===== config.mk =====
export PLATFORM = sky130hd
export DESIGN_NAME = asr_ctrl
export DESIGN_NICKNAME = d
export VERILOG_FILES = /design/src/logic/asr_ctrl.v /design/src/logic/asr_sync.v
export VERILOG_INCLUDE_DIRS = /design/src /design/src/logic
export SDC_FILE = /design/constraint.sdc
export NUM_CORES = 1
export LEC_CHECK = 0
export BUFFER_PORTS_ARGS = -buffer_cell sky130_fd_sc_hd__buf_2
export CAP_MARGIN = 5
export CORE_ASPECT_RATIO = 0.5
export CORE_MARGIN = 5
export CORE_UTILIZATION = 52
export DETAILED_ROUTE_END_ITERATION = 8
export HOLD_SLACK_MARGIN = 0.1
export PLACE_DENSITY_LB_ADDON = 0.25
export REMOVE_ABC_BUFFERS = 1
export SYNTH_ARGS = -nofsm -noshare
export SYNTH_HDL_FRONTEND = slang
export SYNTH_SLANG_ARGS = --single-unit

===== constraint.sdc =====
create_clock -name clk_i -period 2.52 [get_ports clk_i]
set_clock_uncertainty 0.2 [all_clocks]
set_input_delay 0.252 -clock clk_i [delete_from_list [all_inputs] [get_ports clk_i]]
set_output_delay 0.252 -clock clk_i [all_outputs]
set_load 0.1 [all_outputs]

===== src/logic/asr_defines.vh =====
`ifndef ASR_DEFINES_VH
`define ASR_DEFINES_VH
// ****************************************
// timing in nanoseconds, slowest speed grade
// ****************************************
`define ASR_CLK_NS 50
`define ASR_T_AA_NS 35
`define ASR_T_WP_NS 30
`define ASR_T_DW_NS 15
`define ASR_T_HZ_NS 15
// least times round up to whole cycles, at least one
`define ASR_CEIL(x) (((x) + `ASR_CLK_NS - 1) / `ASR_CLK_NS)
`define ASR_MIN1(x) (((x) < 1) ? 1 : (x))
`define ASR_AA_CYC `ASR_MIN1(`ASR_CEIL(`ASR_T_AA_NS))
`define ASR_WP_CYC `ASR_MIN1(`ASR_CEIL(`ASR_T_WP_NS))
`define ASR_HZ_CYC `ASR_MIN1(`ASR_CEIL(`ASR_T_HZ_NS))
// ****************************************
// widths and reset values
// ****************************************
`define ASR_AW 12
`define ASR_DW 4
`define ASR_CNT_W 4
`define ASR_PIN_IDLE 1'b1
`endif


===== src/logic/asr_ctrl.v =====
`timescale 1ns/1ps
`include "asr_defines.vh"
module asr_ctrl #(
  parameter AW = `ASR_AW,
  parameter DW = `ASR_DW,
  parameter AA_CYC = `ASR_AA_CYC,
  parameter WP_CYC = `ASR_WP_CYC,
  parameter HZ_CYC = `ASR_HZ_CYC
) (
  input wire clk_i,
  input wire rst_b_i,
  input wire req_i,
  input wire we_i,
  input wire cs_end_i,
  input wire [AW-1:0] addr_i,
  input wire [DW-1:0] wdata_i,
  output reg busy_o,
  output reg done_o,
  output reg [DW-1:0] rdata_o,
  output reg [AW-1:0] mem_addr_o,
  output reg mem_cs_b_o,
  output reg mem_we_b_o,
  output reg mem_oe_b_o,
  input wire [DW-1:0] mem_dq_i,
  output reg [DW-1:0] mem_dq_o,
  output reg mem_dq_oe_b_o
);
  // ****************************************
  // states
  // ****************************************
  localparam [5:0] S_IDLE = 6'h01;
  localparam [5:0] S_RSEL = 6'h02;
  localparam [5:0] S_RWAIT = 6'h04;
  localparam [5:0] S_WSEL = 6'h08;
  localparam [5:0] S_WPUL = 6'h10;
  localparam [5:0] S_REC = 6'h20;
  localparam [31:0] AA_W = AA_CYC;
  localparam [31:0] WP_W = WP_CYC;
  localparam [31:0] HZ_W = HZ_CYC;
  // counts cut to the counter on purpose; access waits above 13 cycles need a wider counter
  localparam [3:0] AA_N = AA_W[3:0];
  localparam [3:0] WP_N = WP_W[3:0];
  localparam [3:0] HZ_N = HZ_W[3:0];

  reg [5:0] st_q;
  reg [5:0] st_d;
  reg [3:0] cnt_q;
  reg [3:0] cnt_d;

  reg csend_q;
  reg csend_d;
  reg busy_d;
  reg done_d;
  reg [DW-1:0] rdata_d;
  reg [AW-1:0] addr_d;
  reg cs_b_d;
  reg we_b_d;
  reg oe_b_d;
  reg [DW-1:0] dq_d;
  reg dq_oe_b_d;
  wire [DW-1:0] dq_sync;

  // pins from the memory cross into our clock before anything looks at them
  asr_sync #(
    .W(DW)
  ) u_sync (
    .clk_i(clk_i),
    .rst_b_i(rst_b_i),
    .d_i(mem_dq_i),
    .q_o(dq_sync)
  );
  // ****************************************
  // sequencer
  // ****************************************
  always @* begin
    // every flop holds unless its state says otherwise; done is a one-cycle pulse
    st_d = st_q;
    cnt_d = cnt_q;
    csend_d = csend_q;
    busy_d = busy_o;
    done_d = 1'b0;
    rdata_d = rdata_o;
    addr_d = mem_addr_o;
    cs_b_d = mem_cs_b_o;
    we_b_d = mem_we_b_o;
    oe_b_d = mem_oe_b_o;
    dq_d = mem_dq_o;
    dq_oe_b_d = mem_dq_oe_b_o;

    case (st_q)
      S_IDLE: begin
        // requests while busy are dropped silently; callers wait for busy low
        if (req_i) begin
          addr_d = addr_i;
          busy_d = 1'b1;
          csend_d = cs_end_i;
          cnt_d = 4'h0;
          if (we_i) begin
            dq_d = wdata_i;
            st_d = S_WSEL;
          end else begin
            st_d = S_RSEL;
          end
        end
      end
      S_RSEL: begin
        // oe falls with cs; parts without oe simply ignore it
        // select falls
        cs_b_d = 1'b0;
        oe_b_d = 1'b0;
        we_b_d = 1'b1;
        cnt_d = 4'h0;
        st_d = S_RWAIT;
      end
      S_RWAIT: begin
        // full access wait, plus two sync stages
        if (cnt_q == AA_N + 4'h2) begin
          rdata_d = dq_sync;
          done_d = 1'b1;
          cs_b_d = 1'b1;
          oe_b_d = 1'b1;
          cnt_d = 4'h0;
          st_d = S_REC;
        end else begin
          cnt_d = cnt_q + 4'h1;
        end
      end
      S_WSEL: begin
        // strobe pulse is counted from here, so its first cycle is already one
        // both low together
        cs_b_d = 1'b0;
        we_b_d = 1'b0;
        oe_b_d = 1'b1;
        dq_oe_b_d = 1'b0;
        cnt_d = 4'h1;
        st_d = S_WPUL;
      end
      S_WPUL: begin
        // the ending edge was chosen with the request
        if (cnt_q >= WP_N) begin
          if (csend_q) begin
            cs_b_d = 1'b1;
          end else begin
            we_b_d = 1'b1;
          end
          cnt_d = 4'h0;
          done_d = 1'b1;
          st_d = S_REC;
        end else begin
          cnt_d = cnt_q + 4'h1;
        end
      end
      S_REC: begin
        // release the rest; data held one cycle past the end
        cs_b_d = 1'b1;
        we_b_d = 1'b1;
        dq_oe_b_d = 1'b1;
        // gap lets the memory float its pins before the next cycle
        if (cnt_q >= HZ_N) begin
          busy_d = 1'b0;
          st_d = S_IDLE;
        end else begin
          cnt_d = cnt_q + 4'h1;
        end
      end
      default: begin
        st_d = S_IDLE;
      end
    endcase
  end

  // ****************************************
  // registers
  // ****************************************
  // outputs come straight from these flops, so the pins never glitch
  always @(posedge clk_i) begin
    if (!rst_b_i) begin
      // reset keeps the memory deselected so nothing is written at power-up
      st_q <= S_IDLE;
      cnt_q <= 4'h0;
      csend_q <= 1'b0;
      busy_o <= 1'b0;
      done_o <= 1'b0;
      rdata_o <= {DW{1'b0}};
      mem_addr_o <= {AW{1'b0}};
      mem_cs_b_o <= `ASR_PIN_IDLE;
      mem_we_b_o <= `ASR_PIN_IDLE;
      mem_oe_b_o <= `ASR_PIN_IDLE;
      mem_dq_o <= {DW{1'b0}};
      mem_dq_oe_b_o <= 1'b1;
    end else begin
      st_q <= st_d;
      cnt_q <= cnt_d;
      csend_q <= csend_d;
      busy_o <= busy_d;
      done_o <= done_d;
      rdata_o <= rdata_d;
      mem_addr_o <= addr_d;
      mem_cs_b_o <= cs_b_d;
      mem_we_b_o <= we_b_d;
      mem_oe_b_o <= oe_b_d;
      mem_dq_o <= dq_d;
      mem_dq_oe_b_o <= dq_oe_b_d;
    end
  end

endmodule // asr_ctrl


===== src/logic/asr_sync.v =====
`timescale 1ns/1ps
`include "asr_defines.vh"
// two-flop synchroniser for the read data pins
module asr_sync #(
  parameter W = 4
) (
  input wire clk_i,
  input wire rst_b_i,
  input wire [W-1:0] d_i,
  output wire [W-1:0] q_o
);
  reg [W-1:0] meta_q;
  reg [W-1:0] sync_q;
  always @(posedge clk_i) begin
    if (!rst_b_i) begin
      meta_q <= {W{1'b0}};
      sync_q <= {W{1'b0}};
    end else begin
      meta_q <= d_i;
      sync_q <= meta_q;
    end
  end
  assign q_o = sync_q;
endmodule // asr_sync

Word level (Yosys, flattened, before mapping)
Cells that the tools add are included.
{"block": "word_totals", "in_bits": 25, "register_bits": 45, "latch_bits": 0, "mem_bits_rw": 0, "output_inout_bits": 26, "mem_count": 0, "word_cells": 73, "mem_bits_ro": 0}
{"block": "classes", "n_div": 0, "n_reduce_logical": 17, "n_lt_le_gt_ge": 1, "addsub": 1, "mux": 26, "mul": 0, "n_eq_ne": 14, "bitwise": 0, "shifts": 0}
{"operator": "case mux 6 bit (6 select lines)", "n": 1}
{"operator": "two-way mux 6 bit", "n": 4}
{"operator": "case mux 4 bit (6 select lines)", "n": 1}
{"operator": "two-way mux 4 bit", "n": 5}
{"operator": "inequality test 2 bit, second input constant", "n": 7}
{"operator": "AND reduction 3 bit", "n": 4}
{"operator": "two-way mux 1 bit", "n": 9}
{"operator": "AND reduction 4 bit", "n": 2}
{"operator": "equality test 6 x 1 -> 1 bit, second input constant", "n": 1}
{"operator": "equality test 6 x 2 -> 1 bit, second input constant", "n": 1}
{"operator": "equality test 6 x 3 -> 1 bit, second input constant", "n": 1}
{"operator": "equality test 6 x 4 -> 1 bit, second input constant", "n": 1}
{"operator": "equality test 6 x 5 -> 1 bit, second input constant", "n": 1}
{"operator": "equality test 6 bit, second input constant", "n": 1}
{"operator": "case mux 1 bit (2 select lines)", "n": 3}
{"operator": "case mux 1 bit (3 select lines)", "n": 2}
{"operator": "AND reduction 2 bit", "n": 3}
{"operator": "nonzero test 3 bit", "n": 2}
{"operator": "nonzero test 6 bit", "n": 1}
{"operator": "adder 4 x 1 -> 4 bit, second input constant", "n": 1}
{"operator": "equality test 4 x 2 -> 1 bit, second input constant", "n": 1}
{"operator": "greater-or-equal comparator 4 x 1 -> 1 bit, second input constant", "n": 1}
{"operator": "case mux 1 bit (4 select lines)", "n": 1}
{"operator": "nonzero test 2 bit", "n": 2}
{"operator": "other kinds (2)", "n": 3}

Logic depth before layout (Yosys ltp)
Gate-level depths: netlist of the first run.
{"block": "depth", "word_depth": 4, "mapped_depth": 7}

Modules after synthesis
A second synthesis of the first run with hierarchy kept.
{"block": "hier_totals", "hier_cells": 215, "hier_area_um2": 1845.5}
{"module": "asr_ctrl", "cells_per_inst": 199, "area_per_inst_um2": 1635.3, "instances": 1}
{"module": "asr_sync", "cells_per_inst": 16, "area_per_inst_um2": 210.2, "instances": 1}

Worst setup path before layout of the first run
No wires, ideal clock.
{"block": "synth_timing", "path_kind": "register to register", "from": "register cnt_q[1]", "to": "register cnt_q[1]", "setup_ns": 0.058, "period_less_slack_ns": 1.968, "path_stages_with_launch": 8, "setup_slack_ns": 0.552, "arrival_ns": 1.710, "t_required_ns": 2.262, "path_cell_list": "dfxtp_1 inv_1 ha_1 nor4b_2 and4_2 nor3b_4 nor4b_2 o21a_1"}
{"block": "synth_between", "elab_chain_cells": 3}
{"element": "start: declaration", "line_no": "asr_ctrl.v:47", "source": "reg [3:0] cnt_q;"}
{"element": "start signal: assignment", "line_no": "asr_ctrl.v:193", "source": "cnt_q <= cnt_d;"}
{"element": "adder 4 x 1 -> 4 bit, or another cell as far along", "line_no": "asr_ctrl.v:125, asr_ctrl.v:150, asr_ctrl.v:163"}
{"element": "two-way mux 4 bit, or another cell as far along", "line_no": "asr_ctrl.v:159", "source": "if (cnt_q >= HZ_N) begin"}
{"element": "case mux 4 bit (6 select lines) / AND reduction 3 bit (equally long branches)"}
Parallel ways exist; a longest one is shown, timed or not. The select of a mux whose other input is x is not followed.
A chain may end at the register's enable or synchronous reset.

Final worst setup path of the first run
{"block": "layout_timing", "from": "register cnt_q[0]", "to": "register st_q[5]"}
{"block": "layout_between", "elab_chain_cells": 3}
{"element": "greater-or-equal comparator 4 x 1 -> 1 bit / equality test 4 x 2 -> 1 bit (equally long branches)", "line_no": "asr_ctrl.v:140, asr_ctrl.v:159, asr_ctrl.v:117"}
{"element": "inequality test 2 bit (no line)"}
{"element": "AND reduction 4 bit (no line) *"}
{"element": "end signal: assignment", "line_no": "asr_ctrl.v:192", "source": "st_q <= st_d;"}
{"element": "end: declaration", "line_no": "asr_ctrl.v:45", "source": "reg [5:0] st_q;"}
Mark *: on every way between the ends. The rest lies on a longest branch, timed or not.

==> load_flow_metrics.sql, run 1 <==
INSERT INTO impl_metrics (metric_group, metric, value, unit) VALUES
('drt', 'routed-via-count', '1818', ''),
('yosys', 'yosysUniqueCellTypes', '41', ''),
('finish', 'final_common_cell', 'sky130_fd_sc_hd__buf_2', ''),
('cts', 'worst_skew_pair.late_latency', '0.30', 'ns'),
('worst_setup_path', 'r2r_slack', '0.23', 'ns'),
('placed_design', 'hpwl', '3180', 'um'),
('worst_setup_path', 'regToRegEndpoint', 'st_q[5]', ''),
('placed_design', 'placer_s_final_routability_congestion_estimate', '0.912', ''),
('yosys', 'async_flop_share', '0', '%'),
('die', 'pin_count', '51', ''),
('die', 'placement_rows', '15', ''),
('drt', 'drt_first_iter_violations', '58', ''),
('worst_setup_path', 'cp_data_required_time', '2.57', 'ns'),
('die', 'coreArea', '0.00353', 'mm^2'),
('yosys', 'synth_edf_count', '0', ''),
('finish', 'filler_cell_count', '272', ''),
('cts', 'cts-buffers-inserted', '5', ''),
('status', 'run_status', 'complete, no violations', ''),
('timing', 'hold_viol_final', '0', ''),
('drt', 'postRouteAntennaNets', '0', ''),
('timing', 'worst-slew-pin-transition', '0.524', 'ns'),
('drt', 'drc_viols', '0', ''),
('placed_design', 'placed_insts', '310', ''),
('timing', 'fmax', '437', 'MHz'),
('cts', 'tritoncts_num_sinks', '45', ''),
('drt', 'routedWlPerCell', '14.7', 'um'),
('job', 'maxCapViolCount', '0', ''),
('worst_setup_path', 'worstSetupStartpoint', 'cnt_q[0]', ''),
('timing', 'setup-tns-final', '0', 'ns'),
('drt', 'firstDrtPassIters', '4', ''),
('die', 'initial_utilization', '55.6', '%'),
('cts', 'clockBufferDepth', '2', ''),
('finish', 'layout.nets', '316', ''),
('worst_setup_path', 'worstSetupStartpointType', 'flip-flop', ''),
('die', 'die_h', '53.4', 'um'),
('yosys', 'post-synth-top-area-fraction', '45.9', '%'),
('global_route', 'grt_overflow', '0', ''),
('power', 'peak_supply_drop', '490', 'uV'),
('yosys', 'yosysSeqAreaShare', '45.9', '%'),
('worst_setup_path', 'r2r.worst_path.cells', '6', ''),
('worst_setup_path', 'timing.critical_path.fanout_max', '6', ''),
('die', 'die_w', '96.9', 'um'),
('cts', 'cts.htree.levels', '2', ''),
('yosys', 'synth.ff_latch_count', '45', ''),
('finish', 'mostFrequentLayoutCells', '50 x sky130_fd_sc_hd__buf_2, 45 x sky130_fd_sc_hd__dfxtp_1, 39 x sky130_fd_sc_hd__nand2_1, 24 x sky130_fd_sc_hd__a21oi_1, 22 x sky130_fd_sc_hd__dlygate4sd3_1', ''),
('finish', 'antennaDiodeCount', '0', ''),
('yosys', 'synthesis.area_per_instance', '8.96', 'um^2'),
('timing', 'period_needed', '2.29', 'ns'),
('cts', 'ctsRootBufferMaster', 'sky130_fd_sc_hd__clkbuf_8', ''),
('yosys', 'post_synth_inst_count', '219', ''),
('finish', 'final_cell_count_no_fill', '340', ''),
('global_route', 'grt_max_degree', '29', ''),
('timing', 'rsz0062_at_grt', 'no', ''),
('finish', 'area_growth_from_synthesis_to_layout', '30.5', '%'),
('timing', 'timing.final.crit_share', '90.8', '%'),
('min_path', 'hold_path.class', 'in -> reg', ''),
('global_route', 'globalRouteTotalUtil', '20.6', '%'),
('cts', 'tritoncts', 'yes', ''),
('yosys', 'yosys.area.top_type', 'sky130_fd_sc_hd__dfxtp_1', ''),
('yosys', 'netlist_area', '0.00196', 'mm^2'),
('power', 'power-per-cell-area', '676', 'mW/mm^2'),
('finish', 'multi_input_area', '962', 'um^2'),
('worst_setup_path', 'cp.arrival', '2.34', 'ns'),
('worst_setup_path', 'worstReg2RegStart', 'cnt_q[0]', ''),
('worst_setup_path', 'endpoint_kind', 'flip-flop', ''),
('yosys', 'synthTopCellsByArea', 'sky130_fd_sc_hd__dfxtp_1 46%, sky130_fd_sc_hd__nand2_1 7.5%, sky130_fd_sc_hd__a21oi_1 6.1%', ''),
('power', 'static-leakage-power', '1.14', 'nW'),
('global_route', 'vias_in_the_first_global_route', '1868', ''),
('finish', 'register_area', '901', 'um^2'),
('timing', 'setup_viol', '0', ''),
('placed_design', 'numPortBuffers', '50', '');
[cells in the mapped netlist (2+ instances only)]
master,number
sky130_fd_sc_hd__dfxtp_1,45
sky130_fd_sc_hd__nand2_1,39
sky130_fd_sc_hd__a21oi_1,24
sky130_fd_sc_hd__nor2_1,14
sky130_fd_sc_hd__and2_1,9
sky130_fd_sc_hd__nand3_1,8
sky130_fd_sc_hd__o21ai_0,6
sky130_fd_sc_hd__buf_2,5
sky130_fd_sc_hd__inv_1,5
sky130_fd_sc_hd__and3_1,4
sky130_fd_sc_hd__clkbuf_1,4
sky130_fd_sc_hd__mux2i_1,4
sky130_fd_sc_hd__nor2b_1,4
sky130_fd_sc_hd__o211ai_1,4
sky130_fd_sc_hd__ha_1,3
sky130_fd_sc_hd__nor3b_1,3
sky130_fd_sc_hd__nor4b_1,3
sky130_fd_sc_hd__nor4b_2,3
sky130_fd_sc_hd__o21a_1,3
sky130_fd_sc_hd__a211oi_1,2
sky130_fd_sc_hd__a31o_1,2
sky130_fd_sc_hd__buf_6,2
sky130_fd_sc_hd__inv_2,2
sky130_fd_sc_hd__nor3_1,2
sky130_fd_sc_hd__nor4_1,2
sky130_fd_sc_hd__xor2_1,2
[worst max-delay path, stage by stage, from the launching register on]
cell,delay [ns]
sky130_fd_sc_hd__dfxtp_1,0.41
sky130_fd_sc_hd__ha_1,0.23
sky130_fd_sc_hd__nor3b_1,0.30
sky130_fd_sc_hd__and3b_2,0.29
sky130_fd_sc_hd__a21oi_1,0.38
sky130_fd_sc_hd__nor3b_1,0.28
sky130_fd_sc_hd__o21a_1,0.15
[cells by family (layout without fill, tap and decap cells)]
logic type      count (synthesis)  after routing  share of synthesized area, %
xor+xnor                        3              3                          1.34
fa+ha+maj                       3              3                          1.91
buf+inv                        20             90                          5.10
compound gates                 45             45                          14.9
mux                             4              4                          2.04
simple gates                   99             99                          28.8
flops                          45             45                          45.9
[how the worst min path moves through the flow]
| stage | end | slack, ns | cells after the start |
|---|---|---|---|
| after global routing | mem_oe_b_o | 0.12 | 2 |
| after global placement | u_sync.q_o[0] | 0.21 | 1 |
| after CTS | mem_oe_b_o | 0.10 | 2 |
| after detailed placement | u_sync.q_o[3] | 0.22 | 1 |
| after floorplan | st_q[0] | 0.12 | 1 |
| final | st_q[0] | 0.11 | 2 |
[layout make-up]
| type | count | area share, % |
|---|---|---|
| Sequential cell | 45 | 35.2 |
| Inverter | 7 | 1.03 |
| Timing Repair Buffer | 75 | 19.2 |
| Tap cell | 51 | 2.49 |
| Clock buffer | 5 | 2.69 |
| Multi-Input combinational cell | 154 | 37.5 |
| Clock inverter | 3 | 1.86 |
[metal layers]
metal	vias to the layer above	global-route usage [%]	share of wire, %
met5	-	0	0
met4	0	7.69	1.7
met1	854	21.9	43
li1	892	-	-
met3	10	6.18	6.6
met2	62	39.8	48
[per-stage QoR]
stage | utilization (%) | setup slack (ns) | hold slack (ns) | instance area, um^2 | power, mW
4_1_cts | 72.6 | 0.268 | 0.103 | 2560 | 1.74
5_1_grt | 72.6 | 0.0366 | 0.125 | 2560 | 1.80
6_report | 72.6 | 0.231 | 0.107 | 2560 | 1.73
3_3_place_gp | 63.1 | 0.384 | 0.211 | 2230 | 1.14
2_1_floorplan | - | 0.523 | 0.124 | 1890 | 1.06
3_5_place_dp | 63.1 | 0.347 | 0.219 | 2230 | 1.15
[power breakdown]
group | internal, mW | switching, mW | leakage (nW)
clock | 0.303 | 0.264 | 0.0591
combinational | 0.107 | 0.284 | 0.713
sequential | 0.746 | 0.0284 | 0.367
total | 1.16 | 0.577 | 1.14
[flip-flops by register name (all words and copies together) (netlist names)]
name,flops
mem_cs_b_o,1
u_sync.q_o,4
st_q,6
done_o,1
mem_we_b_o,1
mem_oe_b_o,1
rdata_o,4
mem_dq_o,4
cnt_q,4
mem_addr_o,12
u_sync.meta_q,4
csend_q,1
busy_o,1
mem_dq_oe_b_o,1
[timing repair]
action                                 in CTS  in global routing
gates resized for setup                     0                  0
setup buffers                               0                  0
setup endpoints to repair                   0                  0
hold buffers                               22                  0
endpoints found under the hold margin      23                  0
Note: power is estimated with default switching activity, not from simulation.
==> run 2: changes to the inputs <==
--- a/config.mk
+++ b/config.mk
@@ -9,9 +9,10 @@
 export BUFFER_PORTS_ARGS = -buffer_cell sky130_fd_sc_hd__buf_2
 export CAP_MARGIN = 5
 export CORE_ASPECT_RATIO = 0.5
-export CORE_MARGIN = 5
+export CORE_MARGIN = 2
 export CORE_UTILIZATION = 52
 export DETAILED_ROUTE_END_ITERATION = 8
+export GPL_ROUTABILITY_DRIVEN = 0
 export HOLD_SLACK_MARGIN = 0.1
 export PLACE_DENSITY_LB_ADDON = 0.25
 export REMOVE_ABC_BUFFERS = 1
==> run 2 against run 1 <==
Compared with the run above: power up 1.6%; critical path depth down 1; clock-buffer cell count unchanged; critical endpoint is now mem_dq_o[3]; highest routed layer unchanged.
==> load_flow_metrics.sql, run 2 (synthesized netlist as in run 1, its figures left out) <==
INSERT INTO impl_metrics (metric_group, metric, value, unit) VALUES
('worst_setup_path', 'cp_data_required_time', '2.56', 'ns'),
('worst_setup_path', 'cp.arrival', '2.36', 'ns'),
('power', 'internal_power', '1.16', 'mW'),
('job', 'maxCapViolCount', '0', ''),
('timing', 'timing.final.crit_share', '91.9', '%'),
('cts', 'cts_resized', '0', ''),
('power', 'p_comb_share', '22.8', '%'),
('finish', 'top_register', 'mem_addr_o', ''),
('die', 'die_area', '0.00431', 'mm^2'),
('power', 'static-leakage-power', '1.15', 'nW'),
('finish', 'drive_above_1_share', '25.6', '%'),
('global_route', 'globalRouteTotalUtil', '23.9', '%'),
('worst_setup_path', 'endpoint_kind', 'flip-flop', ''),
('cts', 'clkSlewWorstSetupHoldPaths', '0.10', 'ns'),
('global_route', 'grt_max_degree', '29', ''),
('timing', 'setup_viol', '0', ''),
('worst_setup_path', 'timing.critical_path.slowest_cell_delay', '0.56', 'ns'),
('cts', 'cts.htree.levels', '2', ''),
('die', 'initial_utilization', '55.6', '%'),
('worst_setup_path', 'critical_path.top_delay_family', 'simple AND/OR/NAND/NOR gates', ''),
('die', 'placement_rows', '15', ''),
('power', 'power_frac_clock', '33.2', '%'),
('drt', 'drt_first_iter_violations', '55', ''),
('die', 'pin_count', '51', ''),
('worst_setup_path', 'worstSetupStartpointType', 'flip-flop', ''),
('global_route', 'grt_most_used_layer', 'met2', ''),
('die', 'coreArea', '0.00353', 'mm^2'),
('power', 'power_frac_seq', '44.0', '%'),
('global_route', 'grt_overflow', '0', ''),
('cts', 'tritoncts', 'yes', ''),
('drt', 'routed_wl', '4910', 'um'),
('timing', 'timing.hold.ws', '0.107', 'ns'),
('timing', 'setup-tns-final', '0', 'ns'),
('cts', 'clockBufferDepth', '2', ''),
('worst_setup_path', 'timing_worst_setup_path_type', 'reg -> reg', ''),
('timing', 'hold_viol_final', '0', ''),
('timing', 'rsz0062_at_grt', 'no', ''),
('cts', 'cts-buffers-inserted', '5', ''),
('power', 'netSwitchingFraction', '33.9', '%'),
('finish', 'layout.cell_area.non_filler', '0.00260', 'mm^2'),
('timing', 'period_needed', '2.32', 'ns'),
('finish', 'layout_top_registers', 'mem_addr_o x12, st_q x6', ''),
('power', 'peak_supply_drop', '440', 'uV'),
('drt', 'routedWlPerCell', '14.3', 'um'),
('worst_setup_path', 'crit_slowest_cell', 'sky130_fd_sc_hd__dlygate4sd3_1', ''),
('finish', 'mostFrequentLayoutCells', '50 x sky130_fd_sc_hd__buf_2, 45 x sky130_fd_sc_hd__dfxtp_1, 39 x sky130_fd_sc_hd__nand2_1, 24 x sky130_fd_sc_hd__a21oi_1, 24 x sky130_fd_sc_hd__dlygate4sd3_1', ''),
('min_path', 'hold_path.class', 'in -> reg', ''),
('drt', 'vias_per_cell', '5.31', ''),
('finish', 'final_common_cell', 'sky130_fd_sc_hd__buf_2', ''),
('global_route', 'globalRouteMet1Util', '26.5', '%'),
('status', 'run_status', 'complete, no violations', ''),
('finish', 'area_growth_from_synthesis_to_layout', '32.3', '%'),
('cts', 'tritoncts_num_sinks', '45', ''),
('finish', 'antennaDiodeCount', '0', ''),
('placed_design', 'numPortBuffers', '50', ''),
('global_route', 'grt.met3_usage', '5.83', '%'),
('global_route', 'antenna_found_initial', '0', ''),
('timing', 'worst-slew-pin-transition', '0.629', 'ns'),
('global_route', 'first_pass_grt_wire_length', '7730', 'um'),
('finish', 'largest_register_ff_count', '12', ''),
('die', 'die_w', '90.9', 'um'),
('drt', 'routed-via-count', '1827', ''),
('power', 'switchingPower', '0.597', 'mW'),
('die', 'die_h', '47.4', 'um'),
('global_route', 'vias_in_the_first_global_route', '1665', ''),
('worst_setup_path', 'timing.critical_path.fanout_max', '11', ''),
('timing', 'final-max-slew-violation-count', '0', ''),
('placed_design', 'placedInstanceArea', '0.00222', 'mm^2'),
('drt', 'drc_viols', '0', ''),
('worst_setup_path', 'crit_buf_inv', '1', ''),
('global_route', 'met2_resource_use_gr', '46.6', '%'),
('timing', 'maxSlewHeadroom', '57.7', '%'),
('cts', 'worst_skew_pair.late_latency', '0.31', 'ns'),
('power', 'power-per-cell-area', '678', 'mW/mm^2'),
('finish', 'final_util', '73.6', '%'),
('finish', 'layout.nets', '320', ''),
('placed_design', 'hpwl', '3040', 'um'),
('cts', 'ctsRootBufferMaster', 'sky130_fd_sc_hd__clkbuf_8', ''),
('worst_setup_path', 'path_cells', 'nor4_4 > and3_1 > nand3_1 > dlygate4sd3_1 > a21oi_1', ''),
('drt', 'postRouteAntennaNets', '0', ''),
('drt', 'firstDrtPassIters', '4', ''),
('timing', 'fmax', '432', 'MHz'),
('power', 'fin_total_pwr', '1.76', 'mW');
[run 2: cell type report]
type	instances	area, um^2
Fill cell	257	931
Tap cell	51	63.8
Sequential cell	45	901
Timing Repair Buffer	79	528
Clock inverter	3	47.5
Inverter	7	26.3
Multi-Input combinational cell	154	962
Clock buffer	5	68.8
[run 2: power groups by stage]
stage / registers [mW] / clock network [mW] / logic (mW)
2_1_floorplan: 0.953 / 0 / 0.110
3_3_place_gp: 0.788 / 0 / 0.355
3_5_place_dp: 0.789 / 0 / 0.359
4_1_cts: 0.773 / 0.582 / 0.389
5_1_grt: 0.779 / 0.608 / 0.425
6_report: 0.774 / 0.584 / 0.402
[run 2: worst paths after layout]
path / slack (ns) / from / end / depth (start not counted)
max: 0.20 / st_q[4] / mem_dq_o[3] / 5
min: 0.11 / rst_b_i / st_q[0] / 2
max reg2reg: 0.20 / st_q[4] / mem_dq_o[3] / 5
min reg2reg: 0.24 / u_sync.meta_q[1] / u_sync.q_o[1] / 1
[run 2: repair_timing]
action / in CTS / in global routing
setup buffers: 0 / 3
hold buffers: 24 / 0
hold endpoints to repair: 23 / 0
setup endpoints to repair: 0 / 2
[run 2: metrics by stage]
step           instances  setup slack [ns]
2_1_floorplan        206             0.523
3_3_place_gp         309             0.366
5_1_grt              344            0.0491
6_report             344             0.204
3_5_place_dp         309             0.300
4_1_cts              341             0.142
[run 2: routing by layer]
| layer | wire [um] | up-vias |
|---|---|---|
| met5 | 0 | - |
| met2 | 2470 | 59 |
| met3 | 278 | 12 |
| met4 | 102 | 0 |
| met1 | 2060 | 852 |
| li1 | - | 904 |
==> run 3: changes to the inputs <==
--- a/config.mk
+++ b/config.mk
@@ -10,12 +10,14 @@
 export CAP_MARGIN = 5
 export CORE_ASPECT_RATIO = 0.5
 export CORE_MARGIN = 2
-export CORE_UTILIZATION = 52
+export CORE_UTILIZATION = 54
+export CTS_BUF_LIST = sky130_fd_sc_hd__clkbuf_2
 export DETAILED_ROUTE_END_ITERATION = 8
 export GPL_ROUTABILITY_DRIVEN = 0
 export HOLD_SLACK_MARGIN = 0.1
 export PLACE_DENSITY_LB_ADDON = 0.25
 export REMOVE_ABC_BUFFERS = 1
+export SLEW_MARGIN = 0
 export SYNTH_ARGS = -nofsm -noshare
 export SYNTH_HDL_FRONTEND = slang
 export SYNTH_SLANG_ARGS = --single-unit
==> run 3 against run 2 <==
Compared with the run above: cell count up 1.2%; routed wire length about the same; core utilization rose by 1.5 points; setup slack worse by 0.098 ns; clock power fell by 25%; sequential power hardly changed; worst hold slack better by 0.015 ns; non-clock buffer count increased by 4; sequential share of layout area rose by 0.082 points; combinational power is 1% higher.
==> load_flow_metrics.sql, run 3 (synthesized netlist as in run 1, its figures left out) <==
INSERT INTO impl_metrics (metric_group, metric, value, unit) VALUES
('status', 'run_status', 'complete, no violations', ''),
('timing', 'worst-slew-pin-transition', '0.549', 'ns'),
('cts', 'cts.htree.levels', '2', ''),
('finish', 'largest_register_ff_count', '12', ''),
('min_path', 'hold_path.class', 'in -> reg', ''),
('drt', 'firstDrtPassIters', '4', ''),
('timing', 'timing.final.crit_share', '95.8', '%'),
('die', 'die_area', '0.00416', 'mm^2'),
('timing', 'worst_slack', '0.106', 'ns'),
('worst_setup_path', 'timing_worst_setup_path_type', 'reg -> reg', ''),
('global_route', 'globalRouteTotalUtil', '25.1', '%'),
('die', 'die_h', '46.6', 'um'),
('finish', 'final_common_cell', 'sky130_fd_sc_hd__buf_2', ''),
('drt', 'routed_wl', '4920', 'um'),
('power', 'static-leakage-power', '1.17', 'nW'),
('timing', 'setup_viol', '0', ''),
('drt', 'routedWlPerCell', '14.1', 'um'),
('global_route', 'antenna_found_initial', '0', ''),
('drt', 'drt_first_iter_violations', '96', ''),
('cts', 'clockBufferDepth', '2', ''),
('finish', 'top_register', 'mem_addr_o', ''),
('die', 'initial_utilization', '56.8', '%'),
('cts', 'cts-buffers-inserted', '5', ''),
('finish', 'antennaDiodeCount', '0', ''),
('placed_design', 'pre_cts_slack', '0.313', 'ns'),
('finish', 'layout_top_registers', 'mem_addr_o x12, st_q x6', ''),
('die', 'placement_rows', '15', ''),
('global_route', 'first_pass_grt_wire_length', '7730', 'um'),
('finish', 'filler_cell_count', '265', ''),
('cts', 'ctsRootBufferMaster', 'sky130_fd_sc_hd__clkbuf_2', ''),
('placed_design', 'hpwl', '2970', 'um'),
('cts', 'clkSlewWorstSetupHoldPaths', '0.25', 'ns'),
('cts', 'worst_skew_pair.late_latency', '0.42', 'ns'),
('drt', 'drc_viols', '0', ''),
('global_route', 'grt_overflow', '0', ''),
('worst_setup_path', 'worstSetupStartpointType', 'flip-flop', ''),
('min_path', 'holdCritStartpoint', 'req_i', ''),
('finish', 'mostFrequentLayoutCells', '50 x sky130_fd_sc_hd__buf_2, 44 x sky130_fd_sc_hd__dfxtp_1, 39 x sky130_fd_sc_hd__nand2_1, 28 x sky130_fd_sc_hd__dlygate4sd3_1, 24 x sky130_fd_sc_hd__a21oi_1', ''),
('global_route', 'vias_in_the_first_global_route', '1757', ''),
('job', 'maxCapViolCount', '0', ''),
('worst_setup_path', 'endpoint_kind', 'flip-flop', ''),
('die', 'die_w', '89.3', 'um'),
('finish', 'area_growth_from_synthesis_to_layout', '32.2', '%'),
('worst_setup_path', 'worstSetupStartpoint', 'st_q[2]', ''),
('timing', 'period_needed', '2.41', 'ns'),
('global_route', 'grt_max_degree', '29', ''),
('cts', 'tritoncts', 'yes', ''),
('timing', 'fmax', '414', 'MHz'),
('timing', 'final-max-slew-violation-count', '0', ''),
('drt', 'postRouteAntennaNets', '0', ''),
('worst_setup_path', 'r2r_slack', '0.11', 'ns'),
('drt', 'vias_per_cell', '5.32', ''),
('placed_design', 'numPortBuffers', '50', ''),
('worst_setup_path', 'worstReg2RegStart', 'st_q[2]', ''),
('timing', 'hold_viol_final', '0', ''),
('power', 'power-per-cell-area', '625', 'mW/mm^2'),
('worst_setup_path', 'timing.critical_path.fanout_max', '17', ''),
('power', 'fin_total_pwr', '1.62', 'mW'),
('power', 'peak_supply_drop', '520', 'uV'),
('cts', 'tritoncts_num_sinks', '45', ''),
('die', 'coreArea', '0.00345', 'mm^2'),
('die', 'pin_count', '51', ''),
('timing', 'maxSlewHeadroom', '63.3', '%'),
('finish', 'layout.nets', '324', ''),
('finish', 'drive_above_1_share', '25.6', '%'),
('drt', 'routed-via-count', '1853', ''),
('worst_setup_path', 'cp_data_required_time', '2.71', 'ns'),
('worst_setup_path', 'cp.arrival', '2.61', 'ns');
-- run 3: per-layer routing --
layer	track usage [%]	wire length, um	up-vias
met4	12.8	116	0
met3	8.42	373	15
met1	31.1	2210	858
met2	39.6	2220	73
met5	0	0	-
li1	-	-	907
-- run 3: worst paths after layout --
check	endpoint	cells after the start
max reg2reg	csend_q	6
max	csend_q	6
min	busy_o	4
min reg2reg	u_sync.q_o[0]	1
-- run 3: critical path, stage by stage, from the launching register on --
cell and delay [ns]:
sky130_fd_sc_hd__dfxtp_1 0.48, sky130_fd_sc_hd__nor4_4 0.44, sky130_fd_sc_hd__and3_1 0.29, sky130_fd_sc_hd__buf_4 0.24, sky130_fd_sc_hd__nand2_1 0.07, sky130_fd_sc_hd__a21oi_1 0.11
sky130_fd_sc_hd__dlygate4sd3_1 0.55
-- run 3: per-stage QoR --
step	utilization (%)	setup TNS, ns	hold WS, ns	instances	area [um^2]
detailed placement	64.2	0	0.216	309	2220
finish	75.1	0	0.122	348	2590
global route	75.1	-0.0408	0.110	348	2590
floorplan	-	0	0.124	206	1890
global placement	64.2	0	0.211	309	2220
CTS	74.5	0	0.114	345	2570
-- run 3: cell type report --
type,instances,area (um^2),area share [%]
Timing Repair Buffer,83,568,21.9
Inverter,7,26.3,1.01
Sequential cell,45,902,34.8
Multi-Input combinational cell,154,962,37.1
Clock inverter,3,47.5,1.83
Tap cell,51,63.8,2.46
Clock buffer,5,25.0,0.964
-- run 3: what timing repair did --
action,CTS,global route
resized for setup,0,1
endpoints found under the hold margin,33,0
hold buffers,28,0
setup endpoints to repair,0,1
buffers inserted,0,3
-- run 3: report_power, final --
group | leakage, nW | switching, mW | total (mW) | internal, mW
logic | 0.755 | 0.288 | 0.407 | 0.119
clock network | 0.0440 | 0.262 | 0.437 | 0.176
registers | 0.368 | 0.0280 | 0.777 | 0.749
